$ cat config.mk
export PLATFORM = sky130hd
export DESIGN_NAME = adc_conversion_controller
export DESIGN_NICKNAME = d
export VERILOG_FILES = /design/src/adc_ctrl_pkg.sv /design/src/adc_seq_pick.sv /design/src/adc_conversion_controller.sv
export SDC_FILE = /design/constraint.sdc
export NUM_CORES = 1
export LEC_CHECK = 0
export BUFFER_PORTS_ARGS = -buffer_cell sky130_fd_sc_hd__buf_2
export CAP_MARGIN = 40
export CORE_ASPECT_RATIO = 0.9
export CORE_UTILIZATION = 48
export DETAILED_ROUTE_END_ITERATION = 8
export PLACE_DENSITY = 0.76
export SYNTH_ARGS = -nofsm -noshare
export SYNTH_HDL_FRONTEND = slang
export SYNTH_HIERARCHICAL = 1
export SYNTH_SLANG_ARGS = --single-unit
$ cat constraint.sdc
create_clock -name clk_in -period 3.3 [get_ports clk_in]
set_input_delay 0.165 -clock clk_in [delete_from_list [all_inputs] [get_ports clk_in]]
set_output_delay 0.165 -clock clk_in [all_outputs]
set_load 0.03 [all_outputs]
$ cat src/adc_ctrl_pkg.sv
// shared constants and types for the conversion controller
package adc_ctrl_pkg;

    // ==========================================================
    // sizes
    localparam int NUM_CH      = 12;
    localparam int CH_W        = 4;
    localparam int RES_W       = 10;
    localparam int LOW_W       = 8;
    localparam int NUM_TIMER   = 3;
    localparam int AVG_MAX     = 8;
    localparam int AVG_SH_W    = 2;
    localparam int IRQ_PERIPH_ID = 19;

    // ==========================================================
    // timing
    localparam int CLK_MHZ       = 100;
    localparam int RATE_KHZ      = 440;
    localparam int CONV_CYCLES   = (CLK_MHZ * 1000) / RATE_KHZ;
    localparam int STARTUP_NS    = 4000;
    localparam int STANDBY_NS    = 400;
    localparam int STARTUP_CYC   = (STARTUP_NS * CLK_MHZ + 999) / 1000;
    localparam int STANDBY_CYC   = (STANDBY_NS * CLK_MHZ + 999) / 1000;
    localparam int CNT_W         = 10;

    // ==========================================================
    // encodings
    typedef enum logic [1:0] {
        TRG_SOFTWARE = 2'h0,
        TRG_EXT_PIN  = 2'h1,
        TRG_TIMER    = 2'h2,
        TRG_PEN      = 2'h3
    } trig_src_e;

    typedef enum logic [1:0] {
        CMP_LOW     = 2'h0,
        CMP_HIGH    = 2'h1,
        CMP_INSIDE  = 2'h2,
        CMP_OUTSIDE = 2'h3
    } cmp_mode_e;

    typedef enum logic [1:0] {
        PWR_FULL    = 2'h0,
        PWR_SLEEP   = 2'h1,
        PWR_STANDBY = 2'h2
    } pwr_mode_e;

    typedef enum logic [1:0] {
        PANEL_NONE  = 2'h0,
        PANEL_4WIRE = 2'h1,
        PANEL_5WIRE = 2'h2
    } panel_e;

    typedef struct packed {
        trig_src_e              trig_src;
        logic [1:0]             timer_sel;
        logic                   low_res;
        logic                   user_seq;
        pwr_mode_e              pwr_mode;
        cmp_mode_e              cmp_mode;
        logic [RES_W-1:0]       cmp_low;
        logic [RES_W-1:0]       cmp_high;
        panel_e                 panel;
        logic [AVG_SH_W-1:0]    avg_shift;
    } adc_cfg_s;

    typedef struct packed {
        logic                   valid;
        logic [CH_W-1:0]        ch;
        logic [RES_W-1:0]       data;
    } adc_result_s;

endpackage

$ cat src/adc_seq_pick.sv
// sequencer slot picker: next enabled slot at or after a start index
`timescale 1ns/1ns
`default_nettype none
module adc_seq_pick
    import adc_ctrl_pkg::*;
#(
    parameter int SLOTS = NUM_CH
) (
    input  wire logic [SLOTS-1:0]  slot_en_in,
    input  wire logic [CH_W-1:0]   start_in,
    output logic                   found_out,
    output logic [CH_W-1:0]        slot_out
);

    // lowest enabled slot index not below the start index
    always_comb begin
        found_out = 1'b0;
        slot_out  = '0;
        for (int i = SLOTS - 1; i >= 0; i--) begin
            if (slot_en_in[i] && (CH_W'(i) >= start_in)) begin
                found_out = 1'b1;
                slot_out  = CH_W'(i);
            end
        end
    end

endmodule
`default_nettype wire

$ cat src/adc_conversion_controller.sv
// digital conversion controller: triggers, sequencing, results, flags, touch, power
`timescale 1ns/1ns
`default_nettype none
module adc_conversion_controller
    import adc_ctrl_pkg::*;
#(
    parameter int STARTUP_CYCLES = STARTUP_CYC,
    parameter int STANDBY_CYCLES = STANDBY_CYC,
    parameter int CONVERT_CYCLES = CONV_CYCLES
) (
    input  wire logic                    clk_in,
    input  wire logic                    reset_n_in,
    input  wire adc_cfg_s                cfg_in,
    input  wire logic                    cfg_we_in,
    input  wire logic                    protect_in,
    input  wire logic [NUM_CH-1:0]       ch_enable_in,
    input  wire logic [NUM_CH-1:0]       digital_sel_in,
    input  wire logic [NUM_CH*CH_W-1:0]  user_seq_in,
    input  wire logic                    sw_start_in,
    input  wire logic                    external_trigger_pin,
    input  wire logic [NUM_TIMER-1:0]    timer_trig_in,
    input  wire logic                    pen_contact_in,
    input  wire logic                    rd_channel_in,
    input  wire logic [CH_W-1:0]         rd_channel_idx_in,
    input  wire logic                    rd_last_in,
    input  wire logic                    rd_status_in,
    input  wire logic                    cell_done_in,
    input  wire logic [RES_W-1:0]        cell_data_in,
    output logic                         cell_start_out,
    output logic [CH_W-1:0]              mux_sel_out,
    output logic                         mux_route_out,
    output logic                         cell_power_out,
    output logic                         cell_bias_out,
    output logic [RES_W-1:0]             last_result_out,
    output logic [CH_W-1:0]              last_channel_out,
    output logic [NUM_CH*RES_W-1:0]      channel_result_out,
    output logic [NUM_CH-1:0]            eoc_out,
    output logic                         result_ready_flag,
    output logic                         global_overrun_flag,
    output logic                         compare_hit_out,
    output logic [RES_W-1:0]             touch_avg_out,
    output logic                         touch_valid_out,
    output logic                         busy_out,
    output logic                         irq_out
);

    // ==========================================================
    // state
    typedef enum logic [4:0] {
        ST_IDLE  = 5'b00001,
        ST_WAKE  = 5'b00010,
        ST_PICK  = 5'b00100,
        ST_CONV  = 5'b01000,
        ST_DONE  = 5'b10000
    } seq_state_e;

    seq_state_e          state_q, state_d;
    adc_cfg_s            cfg_q;
    logic [2:0]          trig_sync_q;
    logic [CH_W-1:0]     slot_q;
    logic [CH_W-1:0]     cur_ch_q;
    logic [CNT_W-1:0]    cnt_q;
    logic [RES_W-1:0]    chan_q [NUM_CH];
    logic [NUM_CH-1:0]   eoc_q;
    logic                ready_q;
    logic                ovr_q;
    logic [RES_W-1:0]    last_q;
    logic [CH_W-1:0]     last_ch_q;
    logic                hit_q;
    logic [RES_W+2:0]    acc_q;
    logic [3:0]          acc_n_q;
    logic [RES_W-1:0]    tavg_q;
    logic                tvalid_q;

    // ==========================================================
    // configuration with write protection
    always_ff @(posedge clk_in) begin
        if (!reset_n_in) begin
            cfg_q <= '0;
        end else if (cfg_we_in && !protect_in) begin
            cfg_q <= cfg_in;
        end
    end

    // ==========================================================
    // trigger selection
    // pin sampled twice before any logic reads it
    always_ff @(posedge clk_in) begin
        if (!reset_n_in) begin
            trig_sync_q <= '0;
        end else begin
            trig_sync_q <= {trig_sync_q[1:0], external_trigger_pin};
        end
    end

    wire pin_rise = trig_sync_q[1] && !trig_sync_q[2];
    // a timer select beyond the last timer line falls back to timer line 0
    logic [NUM_TIMER-1:0] tmr_q;
    always_ff @(posedge clk_in) begin
        if (!reset_n_in) begin
            tmr_q <= '0;
        end else begin
            tmr_q <= timer_trig_in;
        end
    end
    wire [1:0] tsel      = (cfg_q.timer_sel < 2'(NUM_TIMER)) ? cfg_q.timer_sel : 2'h0;
    wire       tmr_rise  = timer_trig_in[tsel] && !tmr_q[tsel];
    logic [2:0] pen_sync_q;
    always_ff @(posedge clk_in) begin
        if (!reset_n_in) begin
            pen_sync_q <= '0;
        end else begin
            pen_sync_q <= {pen_sync_q[1:0], pen_contact_in};
        end
    end
    wire pen_rise = pen_sync_q[1] && !pen_sync_q[2];

    logic trig_hit;
    always_comb begin
        unique case (cfg_q.trig_src)
            TRG_SOFTWARE: trig_hit = sw_start_in;
            TRG_EXT_PIN:  trig_hit = pin_rise || sw_start_in;
            TRG_TIMER:    trig_hit = tmr_rise || sw_start_in;
            TRG_PEN:      trig_hit = pen_rise || sw_start_in;
            default:      trig_hit = 1'b0;
        endcase
    end

    // ==========================================================
    // sequencer slot choice
    // a slot is live only if the channel of the same index is enabled and not taken by digital use
    wire [NUM_CH-1:0] ch_live = ch_enable_in & ~digital_sel_in;

    function automatic logic [CH_W-1:0] slot_channel(input logic [CH_W-1:0] s,
                                                     input logic use_user,
                                                     input logic [NUM_CH*CH_W-1:0] tbl);
        slot_channel = use_user ? tbl[s*CH_W +: CH_W] : s;
    endfunction

    logic              pick_found;
    logic [CH_W-1:0]   pick_slot;
    adc_seq_pick #(
        .SLOTS (NUM_CH)
    ) u_pick (
        .slot_en_in (ch_live),
        .start_in   (slot_q),
        .found_out  (pick_found),
        .slot_out   (pick_slot)
    );

    wire [CH_W-1:0] pick_ch   = slot_channel(pick_slot, cfg_q.user_seq, user_seq_in);
    wire            pick_ok   = pick_found && (pick_ch < CH_W'(NUM_CH));
    wire            cnt_zero  = (cnt_q == '0);
    wire [CNT_W-1:0] wake_cnt = (cfg_q.pwr_mode == PWR_STANDBY) ?
                                CNT_W'(STANDBY_CYCLES) : CNT_W'(STARTUP_CYCLES);

    // ==========================================================
    // sequencer
    always_comb begin
        state_d = state_q;
        unique case (state_q)
            ST_IDLE: begin
                // triggers seen only here, so a running sequence ignores them
                if (trig_hit) begin
                    state_d = (cfg_q.pwr_mode == PWR_FULL) ? ST_PICK : ST_WAKE;
                end
            end
            ST_WAKE: begin
                if (cnt_zero) begin
                    state_d = ST_PICK;
                end
            end
            ST_PICK: state_d = pick_ok ? ST_CONV : ST_DONE;
            // fixed conversion length whatever the resolution
            ST_CONV: begin
                if (cnt_zero && cell_done_in) begin
                    state_d = ST_PICK;
                end
            end
            ST_DONE: state_d = ST_IDLE;
        endcase
    end

    always_ff @(posedge clk_in) begin
        if (!reset_n_in) begin
            state_q  <= ST_IDLE;
            slot_q   <= '0;
            cur_ch_q <= '0;
            cnt_q    <= '0;
        end else begin
            state_q <= state_d;
            if (state_q == ST_IDLE) begin
                slot_q <= '0;
                cnt_q  <= wake_cnt;
            end else if (state_q == ST_PICK && pick_ok) begin
                cur_ch_q <= pick_ch;
                slot_q   <= pick_slot + CH_W'(1);
                cnt_q    <= CNT_W'(CONVERT_CYCLES - 1);
            end else if (!cnt_zero) begin
                cnt_q <= cnt_q - CNT_W'(1);
            end
        end
    end

    wire in_conv    = (state_q == ST_CONV);
    wire conv_done  = in_conv && cnt_zero && cell_done_in;
    // low-res drops two lsbs and right-aligns, upper bits zero
    wire [RES_W-1:0] res_val = cfg_q.low_res ?
        {{(RES_W-LOW_W){1'b0}}, cell_data_in[RES_W-1 -: LOW_W]} : cell_data_in;

    // ==========================================================
    // results and flags
    always_ff @(posedge clk_in) begin
        if (!reset_n_in) begin
            for (int i = 0; i < NUM_CH; i++) begin
                chan_q[i] <= '0;
            end
            last_q    <= '0;
            last_ch_q <= '0;
        end else if (conv_done) begin
            chan_q[cur_ch_q] <= res_val;
            last_q           <= res_val;
            last_ch_q        <= cur_ch_q;
        end
    end

    // set wins over a clearing read in the same cycle
    always_ff @(posedge clk_in) begin
        if (!reset_n_in) begin
            eoc_q   <= '0;
            ready_q <= 1'b0;
            ovr_q   <= 1'b0;
        end else begin
            for (int i = 0; i < NUM_CH; i++) begin
                if (conv_done && cur_ch_q == CH_W'(i)) begin
                    eoc_q[i] <= 1'b1;
                end else if (rd_channel_in && rd_channel_idx_in == CH_W'(i)) begin
                    eoc_q[i] <= 1'b0;
                end
            end
            if (conv_done) begin
                ready_q <= 1'b1;
            end else if (rd_last_in) begin
                ready_q <= 1'b0;
            end
            if (conv_done && ready_q && !rd_last_in) begin
                ovr_q <= 1'b1;
            end else if (rd_status_in) begin
                ovr_q <= 1'b0;
            end
        end
    end

    // ==========================================================
    // window comparison
    logic cmp_now;
    always_comb begin
        unique case (cfg_q.cmp_mode)
            CMP_LOW:     cmp_now = res_val < cfg_q.cmp_low;
            CMP_HIGH:    cmp_now = res_val > cfg_q.cmp_high;
            CMP_INSIDE:  cmp_now = (res_val >= cfg_q.cmp_low) && (res_val <= cfg_q.cmp_high);
            CMP_OUTSIDE: cmp_now = (res_val < cfg_q.cmp_low) || (res_val > cfg_q.cmp_high);
            default:     cmp_now = 1'b0;
        endcase
    end

    always_ff @(posedge clk_in) begin
        if (!reset_n_in) begin
            hit_q <= 1'b0;
        end else if (conv_done && cmp_now) begin
            hit_q <= 1'b1;
        end else if (rd_status_in) begin
            hit_q <= 1'b0;
        end
    end

    // ==========================================================
    // touchscreen averaging over 2^avg_shift samples of channel 0
    // 5-wire panels have no pressure path, so only channel 0 averaged
    wire [3:0] avg_n  = 4'(1 << cfg_q.avg_shift);
    wire       t_samp = conv_done && (cfg_q.panel != PANEL_NONE) && (cur_ch_q == '0);
    always_ff @(posedge clk_in) begin
        if (!reset_n_in) begin
            acc_q    <= '0;
            acc_n_q  <= '0;
            tavg_q   <= '0;
            tvalid_q <= 1'b0;
        end else begin
            tvalid_q <= 1'b0;
            if (t_samp) begin
                if (acc_n_q + 4'h1 >= avg_n) begin
                    tavg_q   <= RES_W'((acc_q + (RES_W+3)'(res_val)) >> cfg_q.avg_shift);
                    tvalid_q <= 1'b1;
                    acc_q    <= '0;
                    acc_n_q  <= '0;
                end else begin
                    acc_q   <= acc_q + (RES_W+3)'(res_val);
                    acc_n_q <= acc_n_q + 4'h1;
                end
            end
        end
    end

    // ==========================================================
    // outputs
    assign cell_start_out      = (state_q == ST_PICK) && pick_ok;
    assign mux_sel_out         = cur_ch_q;
    assign mux_route_out       = in_conv && ch_live[cur_ch_q];
    assign cell_power_out      = (cfg_q.pwr_mode == PWR_FULL) || (state_q != ST_IDLE);
    assign cell_bias_out       = cell_power_out || (cfg_q.pwr_mode == PWR_STANDBY);
    assign last_result_out     = last_q;
    assign last_channel_out    = last_ch_q;
    for (genvar g = 0; g < NUM_CH; g++) begin : g_res
        assign channel_result_out[g*RES_W +: RES_W] = chan_q[g];
    end
    assign eoc_out             = eoc_q;
    assign result_ready_flag   = ready_q;
    assign global_overrun_flag = ovr_q;
    assign compare_hit_out     = hit_q;
    assign touch_avg_out       = tavg_q;
    assign touch_valid_out     = tvalid_q;
    assign busy_out            = (state_q != ST_IDLE);
    assign irq_out             = ready_q || ovr_q || hit_q;

    // ==========================================================
    // checks
    AST_OVR_SET: assert property (@(posedge clk_in) disable iff (!reset_n_in)
        (conv_done && ready_q && !rd_last_in) |=> ovr_q)
        else $error("overrun not raised");
    AST_READY_SET: assert property (@(posedge clk_in) disable iff (!reset_n_in)
        conv_done |=> ready_q && eoc_q[$past(cur_ch_q)])
        else $error("ready or eoc not set");
    AST_LAST_CLR: assert property (@(posedge clk_in) disable iff (!reset_n_in)
        (rd_last_in && !conv_done) |=> !ready_q)
        else $error("ready not cleared by read");
    AST_REDUCED_RESOLUTION_SELECT: assert property (@(posedge clk_in) disable iff (!reset_n_in)
        (conv_done && cfg_q.low_res) |=> last_q[RES_W-1:LOW_W] == '0)
        else $error("low-res upper bits not zero");
    AST_IGNORE_TRIG: assert property (@(posedge clk_in) disable iff (!reset_n_in)
        (state_q == ST_CONV) |=> state_q inside {ST_CONV, ST_PICK})
        else $error("sequence disturbed");
    AST_PROTECT: assert property (@(posedge clk_in) disable iff (!reset_n_in)
        protect_in |=> cfg_q == $past(cfg_q))
        else $error("protected config changed");
    AST_SLEEP_WAKE: assert property (@(posedge clk_in) disable iff (!reset_n_in)
        (state_q == ST_IDLE && trig_hit && cfg_q.pwr_mode != PWR_FULL)
        |=> ##[0:1000] state_q == ST_PICK)
        else $error("sleep wake too slow");
    AST_PIN_EDGE: assert property (@(posedge clk_in) disable iff (!reset_n_in)
        (state_q == ST_IDLE && pin_rise && cfg_q.trig_src == TRG_EXT_PIN) |=> state_q != ST_IDLE)
        else $error("pin edge did not start a sequence");
    AST_ROUTE: assert property (@(posedge clk_in) disable iff (!reset_n_in)
        mux_route_out |-> ch_enable_in[mux_sel_out] && !digital_sel_in[mux_sel_out])
        else $error("routed disabled input");

endmodule
`default_nettype wire

==> impl_results.md, run 1 <==
- Outcome: completed
- GPL Wtd Cong: slightly below 0.9
- IO Count: 304
- Mux contribution to synthesized area: between 5 and 6%
- Final Util: between 60% and 70%
- Crit path kind: reg2out
- Max Root-Sink Buffers: 3
- Clk sink count: ~240
- CTS buffer count: 26
- IO buf count: around 300
- FF+latch count, synth: 243
- First-pass GRT wire length: approximately 54000 um
- Vias: about 11000
- Fin crit period: 3210 ps
- Mapped Cells: 1215
- Die Y: 151 um
- Tcrit/Tclk final: 97.4%
- Nets@finish: 1745
- Largest net degree at the start of global routing: about 70
- Final instance area: 15100 um2
- Largest family of logic cells by synthesized area: simple AND/OR/NAND/NOR gates
- First drt pass iteration count: 5
- Remaining global-route overflow: 0
- Number of global-route vias before repair: 9974
- Tightest Pin Transition: approximately 790 ps
- Syn_area_per_cell: between 9 and 10 um2
- Most common cell after layout, fill and taps aside: buf_2
- Clock root buffer: clkbuf_16
- Syn_nets: 1387
- Register area share after synthesis: about half
- Leak pwr: about 6.5 nW
- Dpl ws: 134 ps
- Clock skew: 32.1 ps
- Placed Area: roughly 14000 um2
- Endpoints failing hold: 0
- # DRC: 0
- Synth Area in Adders: 4.10%
- Synth Area in Compound Gates: 13.1%
- Core ar.: 24200 um2
- Row count: 54
- Most frequent cells in the layout: buf_2, nor2_1, nand2_1
- Routed Antenna Nets: 0
- Number of synthesized flops with an enable pin: 120
- # fillers: 1966
- Chip width: 167 um
- RSZ-0062 raised after global routing: yes
- Share of layout cells above drive strength 1: 29.4%
- Fmax: 0.311 GHz
- Post-synthesis xor/xnor area fraction: 1.26%
- Final setup fails: 0
- Mapped cell area: about 12000 um2
- Synth warn: 6
- Tot Pwr: between 7 and 8 mW
- Min-delay worst type: in2reg
- Initial Util: 48.7%
- Yosys cell types: 86
- Maximum vdd drop: 374 uV
- Worst EP required: 3130 ps
- Crit. End Element: output pin
- Clk pin slew, worst setup/hold paths: 60 ps
- Area grow syn2layout: 28.5%
- Final Non-Filler Cells: 1909
- Final HPWL DP: 24700 um
- CTS tree: built
- Post-Synth Simple-Gate Area: around a fifth
- Power Dens Cells: 515 nW/um2
- Cells after DPL: 1803
- Max_cap viols: 0
- Final slew viol count: 0
- Routed WL per cell: 18.4 um
- Via/cell ratio: about 5.5
- Initial DRC count: between 900 and 1000
- PnR worst setup slack: 86.9 ps
- Worst EP arrival: 3050 ps
- Die area: 25200 um2
- Fraction of registers with async set/reset: 0%
- GRT Overall Usage: 27.4%
- Slew HR: 47.5%
- Wirelength, routed: between 30000 and 40000 um
- Startpoint Class: flip-flop
- Worst skew pair latency: 540 ps
- CTS H-tree depth: 1
- Initial antenna violation count: 8
- Synth Flop Type: dfxtp_1
- Crit-path max FO: 9
==> metrics by stage <==
| stage | hold WS, ps | TNS, ps |
|---|---|---|
| floorplan | 292 | 0 |
| CTS | 12.3 | 0 |
| global placement | 372 | 0 |
| detailed placement | 375 | 0 |
| global route | 59.6 | -24.8 |
| finish | 25.5 | 0 |
==> repair_timing <==
item / CTS / global route
setup endpoints to repair: 1 / 6
resized for setup: 9 / 6
hold buffers: 44 / 0
hold endpoints to repair: 44 / 0
setup buffers: 2 / 3
cloned: 1 / 0
pin swaps: 4 / 7
==> cell type report <==
type                    instances  area, um2  area share (%)
inverters                      53        199            1.31
repair buffers                407       2430            16.1
clock inverters                17        165            1.09
flip-flops and latches        243       6080            40.1
diodes                          8       20.0           0.132
well taps                     308        385            2.54
multi-input cells             842       5180            34.2
clock buffers                  31        689            4.55
==> power by group <==
group	switching [mW]	leakage, nW	total, mW	internal (mW)
Combinational	0.893	3.88	1.50	0.611
Clock	1.23	0.421	2.89	1.66
Sequential	0.110	2.24	3.41	3.30
Total	2.23	6.54	7.80	5.57
==> synth_stat cells (all sizes together) (4+ instances only) <==
library cell,number,share of area (%)
a2111oi,4,0.30
a211oi,20,1.5
a21boi,4,0.25
a21o,6,0.38
a21oi,91,3.9
a31oi,7,0.37
and2,10,0.53
and3,7,0.37
buf,28,1.8
clkbuf,50,1.6
dfxtp,123,21
edfxtp,120,31
ha,37,3.9
inv,53,1.7
mux2i,22,1.9
mux4,15,3.0
nand2,171,5.5
nand2b,12,0.64
nand3,26,1.2
nand3b,5,0.32
nand4,5,0.27
nor2,203,6.6
nor2b,25,1.3
nor3,16,0.68
nor3b,5,0.32
nor4,8,0.66
o2111ai,5,0.37
o211ai,14,0.93
o21a,6,0.39
o21ai,33,1.5
o221ai,5,0.37
o22a,4,0.31
o22ai,5,0.27
o31ai,4,0.30
or2,5,0.27
or3,9,0.48
xnor2,10,0.74
xor2,7,0.52
==> layer usage <==
| metal | part of all wire [%] | vias to the layer above | GRT usage (%) |
|---|---|---|---|
| li1 | - | 5002 | - |
| met1 | 40 | 4998 | 33.7 |
| met2 | 50 | 522 | 48.4 |
| met3 | 7.7 | 65 | 4.89 |
| met4 | 2.5 | 0 | 9.95 |
| met5 | 0 | - | 0 |
==> critical path: stages (launching register included) <==
cell and delay, ps:
dfxtp_4 380, nand2_1 90, nand2_1 60, a32oi_1 270, o22a_1 170, o22a_1 180
buf_12 140, mux4_2 490, mux2i_1 150, o22a_1 250, o21ai_4 100, nor2_8 100
buf_6 140
==> kinds of logic (layout without fill, tap and decap cells) <==
logic type	Yosys count	after routing
xor gates and xnor gates	17	17
AOI/OAI and AO/OA	231	231
DFF	243	243
buffers and inverters	131	508
muxes	40	40
adders and majority gates	38	38
and+or+nand+nor	515	516
other	0	8
==> worst paths after layout <==
path / startpoint / to / slack (ps) / cells after the start
max: slot_q[1]$_SDFFE_PP0P_ / cell_start_out / 90 / 12
min: rd_status_in / global_overrun_flag$_SDFFE_PN0P_ / 30 / 4
max reg2reg: slot_q[1]$_SDFFE_PP0P_ / slot_q[0]$_SDFFE_PP0P_ / 200 / 14
min reg2reg: trig_sync_q[0]$_SDFF_PN0_ / trig_sync_q[1]$_SDFF_PN0_ / 430 / 1
==> sequential cells by signal (all words and copies together) (netlist names), 4 cells and up <==
register,cells
chan_q,120
cfg_q,34
acc_q,13
eoc_out,12
cnt_q,10
last_result_out,10
touch_avg_out,10
state_q,5
acc_n_q,4
last_channel_out,4
mux_sel_out,4
slot_q,4
Power figures use the tool's default switching activity.
==> inputs of run 2 (changes only) <==
--- a/config.mk
+++ b/config.mk
@@ -11,5 +11,6 @@
 export CORE_UTILIZATION = 48
 export DETAILED_ROUTE_END_ITERATION = 8
-export PLACE_DENSITY = 0.76
+export PLACE_DENSITY_LB_ADDON = 0.3
+export RECOVER_POWER = 100
 export SYNTH_ARGS = -nofsm -noshare
 export SYNTH_HDL_FRONTEND = slang
==> constraint.sdc (replaced) <==
create_clock -name clk_in -period 3.3 [get_ports clk_in]
set_input_delay 0.33 -clock clk_in [delete_from_list [all_inputs] [get_ports clk_in]]
set_output_delay 0.33 -clock clk_in [all_outputs]
set_load 0.03 [all_outputs]
==> impl_results.md, run 2 (synthesis results as in run 1) <==
- GRT Overall Usage: approximately a quarter
- Clock skew: 19.6 ps
- CP cell instances: nor2b_4 -> o31a_1 -> o21a_1 -> nor2_1 -> o22a_1 -> buf_12 -> mux4_2 -> a21boi_1 -> o22a_1 -> o21ai_4 -> nor2_8 -> buf_6
- Vias: roughly 10000
- Final Non-Filler Cells: about 1900
- CTS buffer count: 26
- Max Root-Sink Buffers: 3
- Fmax: 0.301 GHz
- Min-delay worst type: in2reg
- Most common cell after layout, fill and taps aside: nor2_1
- Routed Antenna Nets: 0
- Slew HR: -57.0%
- Wirelength, routed: 33900 um
- Share of layout cells above drive strength 1: 18.7%
- Final instance area: 14500 um2
- Initial antenna violation count: 8
- Violated checks: capacitance limit, slew limit, setup timing
- Die area: 25200 um2
- PnR worst setup slack: -24.1 ps
- Tightest Pin Transition: about 2400 ps
- IO Count: around 300
- Tcrit/Tclk final: 101%
- WHS: 26.1 ps
- # DRC: 0
- Most frequent cells in the layout: nor2_1, clkbuf_1, nand2_1
- Power Dens Cells: 537 nW/um2
- Worst EP arrival: 2990 ps
- Initial DRC count: 1093
- Crit-path max FO: 7
- GPL Wtd Cong: 0.885
- Area grow syn2layout: 22.9%
- RSZ-0062 raised after global routing: yes
- Endpoints failing hold: 0
- First-pass GRT wire length: ~52000 um
- Largest register by flop count: chan_q
- Core ar.: ~24000 um2
- Clk pin slew, worst setup/hold paths: about 60 ps
- Final slew viol count: 120
- Largest net degree at the start of global routing: 67
- Chip width: 167 um
- Max reg flops: 120
- IO buf count: just over 300
- Final HPWL DP: ~25000 um
- Crit. End Element: output pin
- Number of global-route vias before repair: 9603
- Max incr delay on CP: around 500 ps
- Final setup fails: 1
- Slowest stage cell, crit path: mux4_2
- Via/cell ratio: 5.51
- Most used cell, CP: o22a_1
- CTS H-tree depth: 1
- Die Y: 151 um
- Cells after DPL: 1806
- Max_cap viols: 2
- Fin crit period: around 3300 ps
- Placed Area: 13800 um2
- Leak pwr: roughly 5.8 nW
- Clock root buffer: clkbuf_16
- Remaining global-route overflow: 0
- Startpoint Class: flip-flop
- CTS tree: built
- Crit path kind: reg2out
- Row count: 54
- Buf/Inv on CP: 2
- First drt pass iteration count: 5
- Maximum vdd drop: 408 uV
- Worst EP required: 2970 ps
- Top Family by Delay on Critical Path: compound AO/OA/AOI/OAI gates
- Nets@finish: 1707
- Initial Util: 48.7%
- Routed WL per cell: 18.1 um
- Outcome: complete, but fails checks
- Clk sink count: around 240
- Top flop regs: chan_q x120, cfg_q x34, acc_q x13
- Worst skew pair latency: 540 ps
[run 2: metal layers]
metal / part of all wire (%) / global-route usage, % / up-vias / wire, um
met5: 0 / 0 / - / 0
met4: 2.2 / 8.30 / 0 / 756
met1: 42 / 34.0 / 4874 / 14400
li1: - / - / 4926 / -
met2: 48 / 45.0 / 462 / 16400
met3: 7.0 / 3.94 / 51 / 2390
[run 2: through the flow]
step	TNS [ps]	setup WS (ps)	utilization [%]	total power, mW
after floorplan	0	4.04	-	4.46
after global placement	0	29.1	57.0	4.87
after detailed placement	0	23.5	57.0	4.89
after CTS	-73.3	-73.3	60.9	7.82
after global routing	-4230	-195	59.9	8.09
final	-24.1	-24.1	59.9	7.78
[run 2: report_power, final]
part / switching, mW / internal (mW)
clock: 1.19 / 1.75
sequential: 0.119 / 3.30
combinational: 0.859 / 0.569
[run 2: final cells by class]
| cell class | instances | area [um2] |
|---|---|---|
| Antenna cell | 8 | 20.0 |
| Inverter | 53 | 199 |
| Fill cell | 2234 | 9700 |
| Sequential cell | 243 | 6080 |
| Multi-Input combinational cell | 841 | 5130 |
| Clock buffer | 34 | 711 |
| Tap cell | 308 | 385 |
| Timing Repair Buffer | 370 | 1810 |
| Clock inverter | 13 | 151 |
[run 2: worst paths after layout]
kind	startpoint	endpoint	slack (ps)	cells past startpoint
worst max-delay path	slot_q[0]$_SDFFE_PP0P_	cell_start_out	-20	12
worst min register to register	pen_sync_q[0]$_SDFF_PN0_	pen_sync_q[1]$_SDFF_PN0_	430	1
worst max register to register	cnt_q[0]$_SDFFE_PN0P_	chan_q[3][6]$_SDFFCE_PN0P_	80	8
worst min-delay path	pen_contact_in	pen_sync_q[0]$_SDFF_PN0_	30	2
[run 2: what timing repair did]
item,4_1_cts,5_1_grt
setup buffers,8,0
setup endpoints to repair,1,8
hold buffers,1,0
endpoints found under the hold margin,1,0
gates resized for setup,16,5
gates cloned,0,0
pin swaps,6,3
==> inputs of run 3 (changes only) <==
--- a/config.mk
+++ b/config.mk
@@ -13,4 +13,5 @@
 export PLACE_DENSITY_LB_ADDON = 0.3
 export RECOVER_POWER = 100
+export REMOVE_ABC_BUFFERS = 1
 export SYNTH_ARGS = -nofsm -noshare
 export SYNTH_HDL_FRONTEND = slang
==> constraint.sdc (replaced) <==
create_clock -name clk_in -period 3.3 [get_ports clk_in]
set_input_delay 0.66 -clock clk_in [delete_from_list [all_inputs] [get_ports clk_in]]
set_output_delay 0.66 -clock clk_in [all_outputs]
set_load 0.03 [all_outputs]
==> impl_results.md, run 3 (synthesis results as in run 1) <==
- Outcome: complete, but fails checks
- Violated checks: capacitance limit, slew limit, setup timing
- Power Dens Cells: about 530 nW/um2
- Tightest Pin Transition: about 2500 ps
- Crit-path max FO: 4
- Vias: 10300
- Final instance area: 14800 um2
- Crit. End Element: output pin
- Via/cell ratio: ~5.4
- Top flop regs: chan_q x120, cfg_q x34, acc_q x13
- Clock root buffer: clkbuf_16
- Clock skew: 23.6 ps
- # DRC: 0
- Worst skew pair latency: between 500 and 600 ps
- First-pass GRT wire length: 52500 um
- First drt pass iteration count: 5
- Placed Area: about 14000 um2
- Worst EP required: between 2000 and 3000 ps
- Endpoints failing hold: 0
- Leak pwr: 5.95 nW
- Post-Route Setup TNS: -18810 ps
- GRT Overall Usage: 26.8%
- Most frequent cells in the layout: nor2_1, clkbuf_1, nand2_1
- Initial Util: between 40% and 50%
- IO buf count: around 300
- Largest register by flop count: chan_q
- Tcrit/Tclk final: 115%
- CTS H-tree depth: 1
- Worst R2R Start: cfg_q[29]$_SDFFE_PN0P_
- Met3 wire length: 2800 um
- Initial DRC count: 829
- GPL Wtd Cong: 0.899
- Wire length on met1: 14800 um
- Die Y: 151 um
- Nets@finish: 1751
- Ant diodes: 0
- Min-delay worst type: in2reg
- Remaining global-route overflow: 0
- CTS buffer count: 26
- Fmax: 0.264 GHz
- Crit path kind: in2out
- Clk sink count: 243
- # fillers: 2146
- Routed WL per cell: 18.3 um
- IO Count: 304
- CTS tree: built
- Die area: approximately 25000 um2
- Initial antenna violation count: 0
- Area grow syn2layout: 25.2%
- PnR worst setup slack: -481 ps
- Largest net degree at the start of global routing: 80
- Top sig layer: met4
- Chip width: 167 um
- Dpl ws: -583 ps
- Startpoint Class: input port
- Max reg flops: 120
- Routed Antenna Nets: 0
- Max_cap viols: 2
- Final setup fails: roughly 130
- Hold_buf cts: 0
- Clk pin slew, worst setup/hold paths: 60 ps
- Fin crit period: about 3800 ps
- Max Root-Sink Buffers: 3
- Most common cell after layout, fill and taps aside: nor2_1
- Tot Pwr: about 8 mW
- Maximum vdd drop: ~320 uV
- Share of layout cells above drive strength 1: 20.9%
- Final slew viol count: between 100 and 150
- Wire length on met2: 16600 um
- Worst EP arrival: 3120 ps
- Final Util: between 60% and 70%
- RSZ-0062 raised after global routing: yes
- Wirelength, routed: about 35000 um
- Final HPWL DP: 25800 um
- Number of global-route vias before repair: 9606
- Row count: 54
- Core ar.: about 24000 um2
- Hold path startpoint: pen_contact_in
- Worst setup path startpoint: ch_enable_in[0]
- Slew HR: -63.6%
==> run 3: changes by cell type in the layout (fill, tap and decap cells not counted), sizes merged <==
cell and change:
dlygate4sd3 -1, diode -8, bufinv -1, inv +1
clkbuf +4, buf +40, clkinvlp +1
==> run 3: what timing repair did <==
item,CTS,global route
gates resized for setup,8,9
buffers inserted,5,0
cloned,1,0
pin swaps,5,2
endpoints found under the setup margin,2,14
==> run 3: stage by stage <==
stage | std cells | hold slack (ps)
floorplan | 1137 | 412
global placement | 1852 | 416
detailed placement | 1853 | 421
CTS | 1906 | 333
global route | 1906 | 337
finish | 1906 | 353
==> run 3: where the power goes <==
part	internal (mW)	total, mW	switching (mW)	leakage (nW)
logic	0.619	1.50	0.885	3.30
registers	3.30	3.41	0.113	2.24
clock network	1.69	2.87	1.18	0.410
==> run 3: metal layers <==
layer / global-route usage (%) / vias up
met2: 45.3 / 472
met5: 0 / -
met1: 35.8 / 4829
li1: - / 4997
met4: 6.33 / 0
met3: 5.07 / 43
==> run 3: path summary, 6_finish.rpt <==
check / end / slack (ps) / cells past startpoint
hold / removal: pen_sync_q[0]$_SDFF_PN0_ / 350 / 2
hold reg to reg: trig_sync_q[1]$_SDFF_PN0_ / 430 / 1
setup reg to reg: touch_avg_out[7]$_SDFFE_PN0P_ / -60 / 14
setup / recovery: cell_start_out / -480 / 15
==> run 3: cell type report <==
type / instances / area (um2) / share of cell area (%)
tap: 308 / 385 / 2.61
inverter: 53 / 199 / 1.35
clock inverter: 14 / 125 / 0.848
sequential: 243 / 6070 / 41.1
clock buffer: 33 / 719 / 4.87
multi-input combinational: 841 / 5120 / 34.7
timing repair buffer: 414 / 2130 / 14.5
==> run 3: critical path, stage by stage <==
cell     delay [ps]
buf_2           110
nor2b_1         140
nor2b_2         150
o31a_1          260
o21a_1          170
nor2_1           90
o22a_2          220
buf_12          120
buf_16          100
mux4_2          480
mux2i_1         140
o22a_2          180
o21ai_4          90
nor2_8           90
buf_6           140
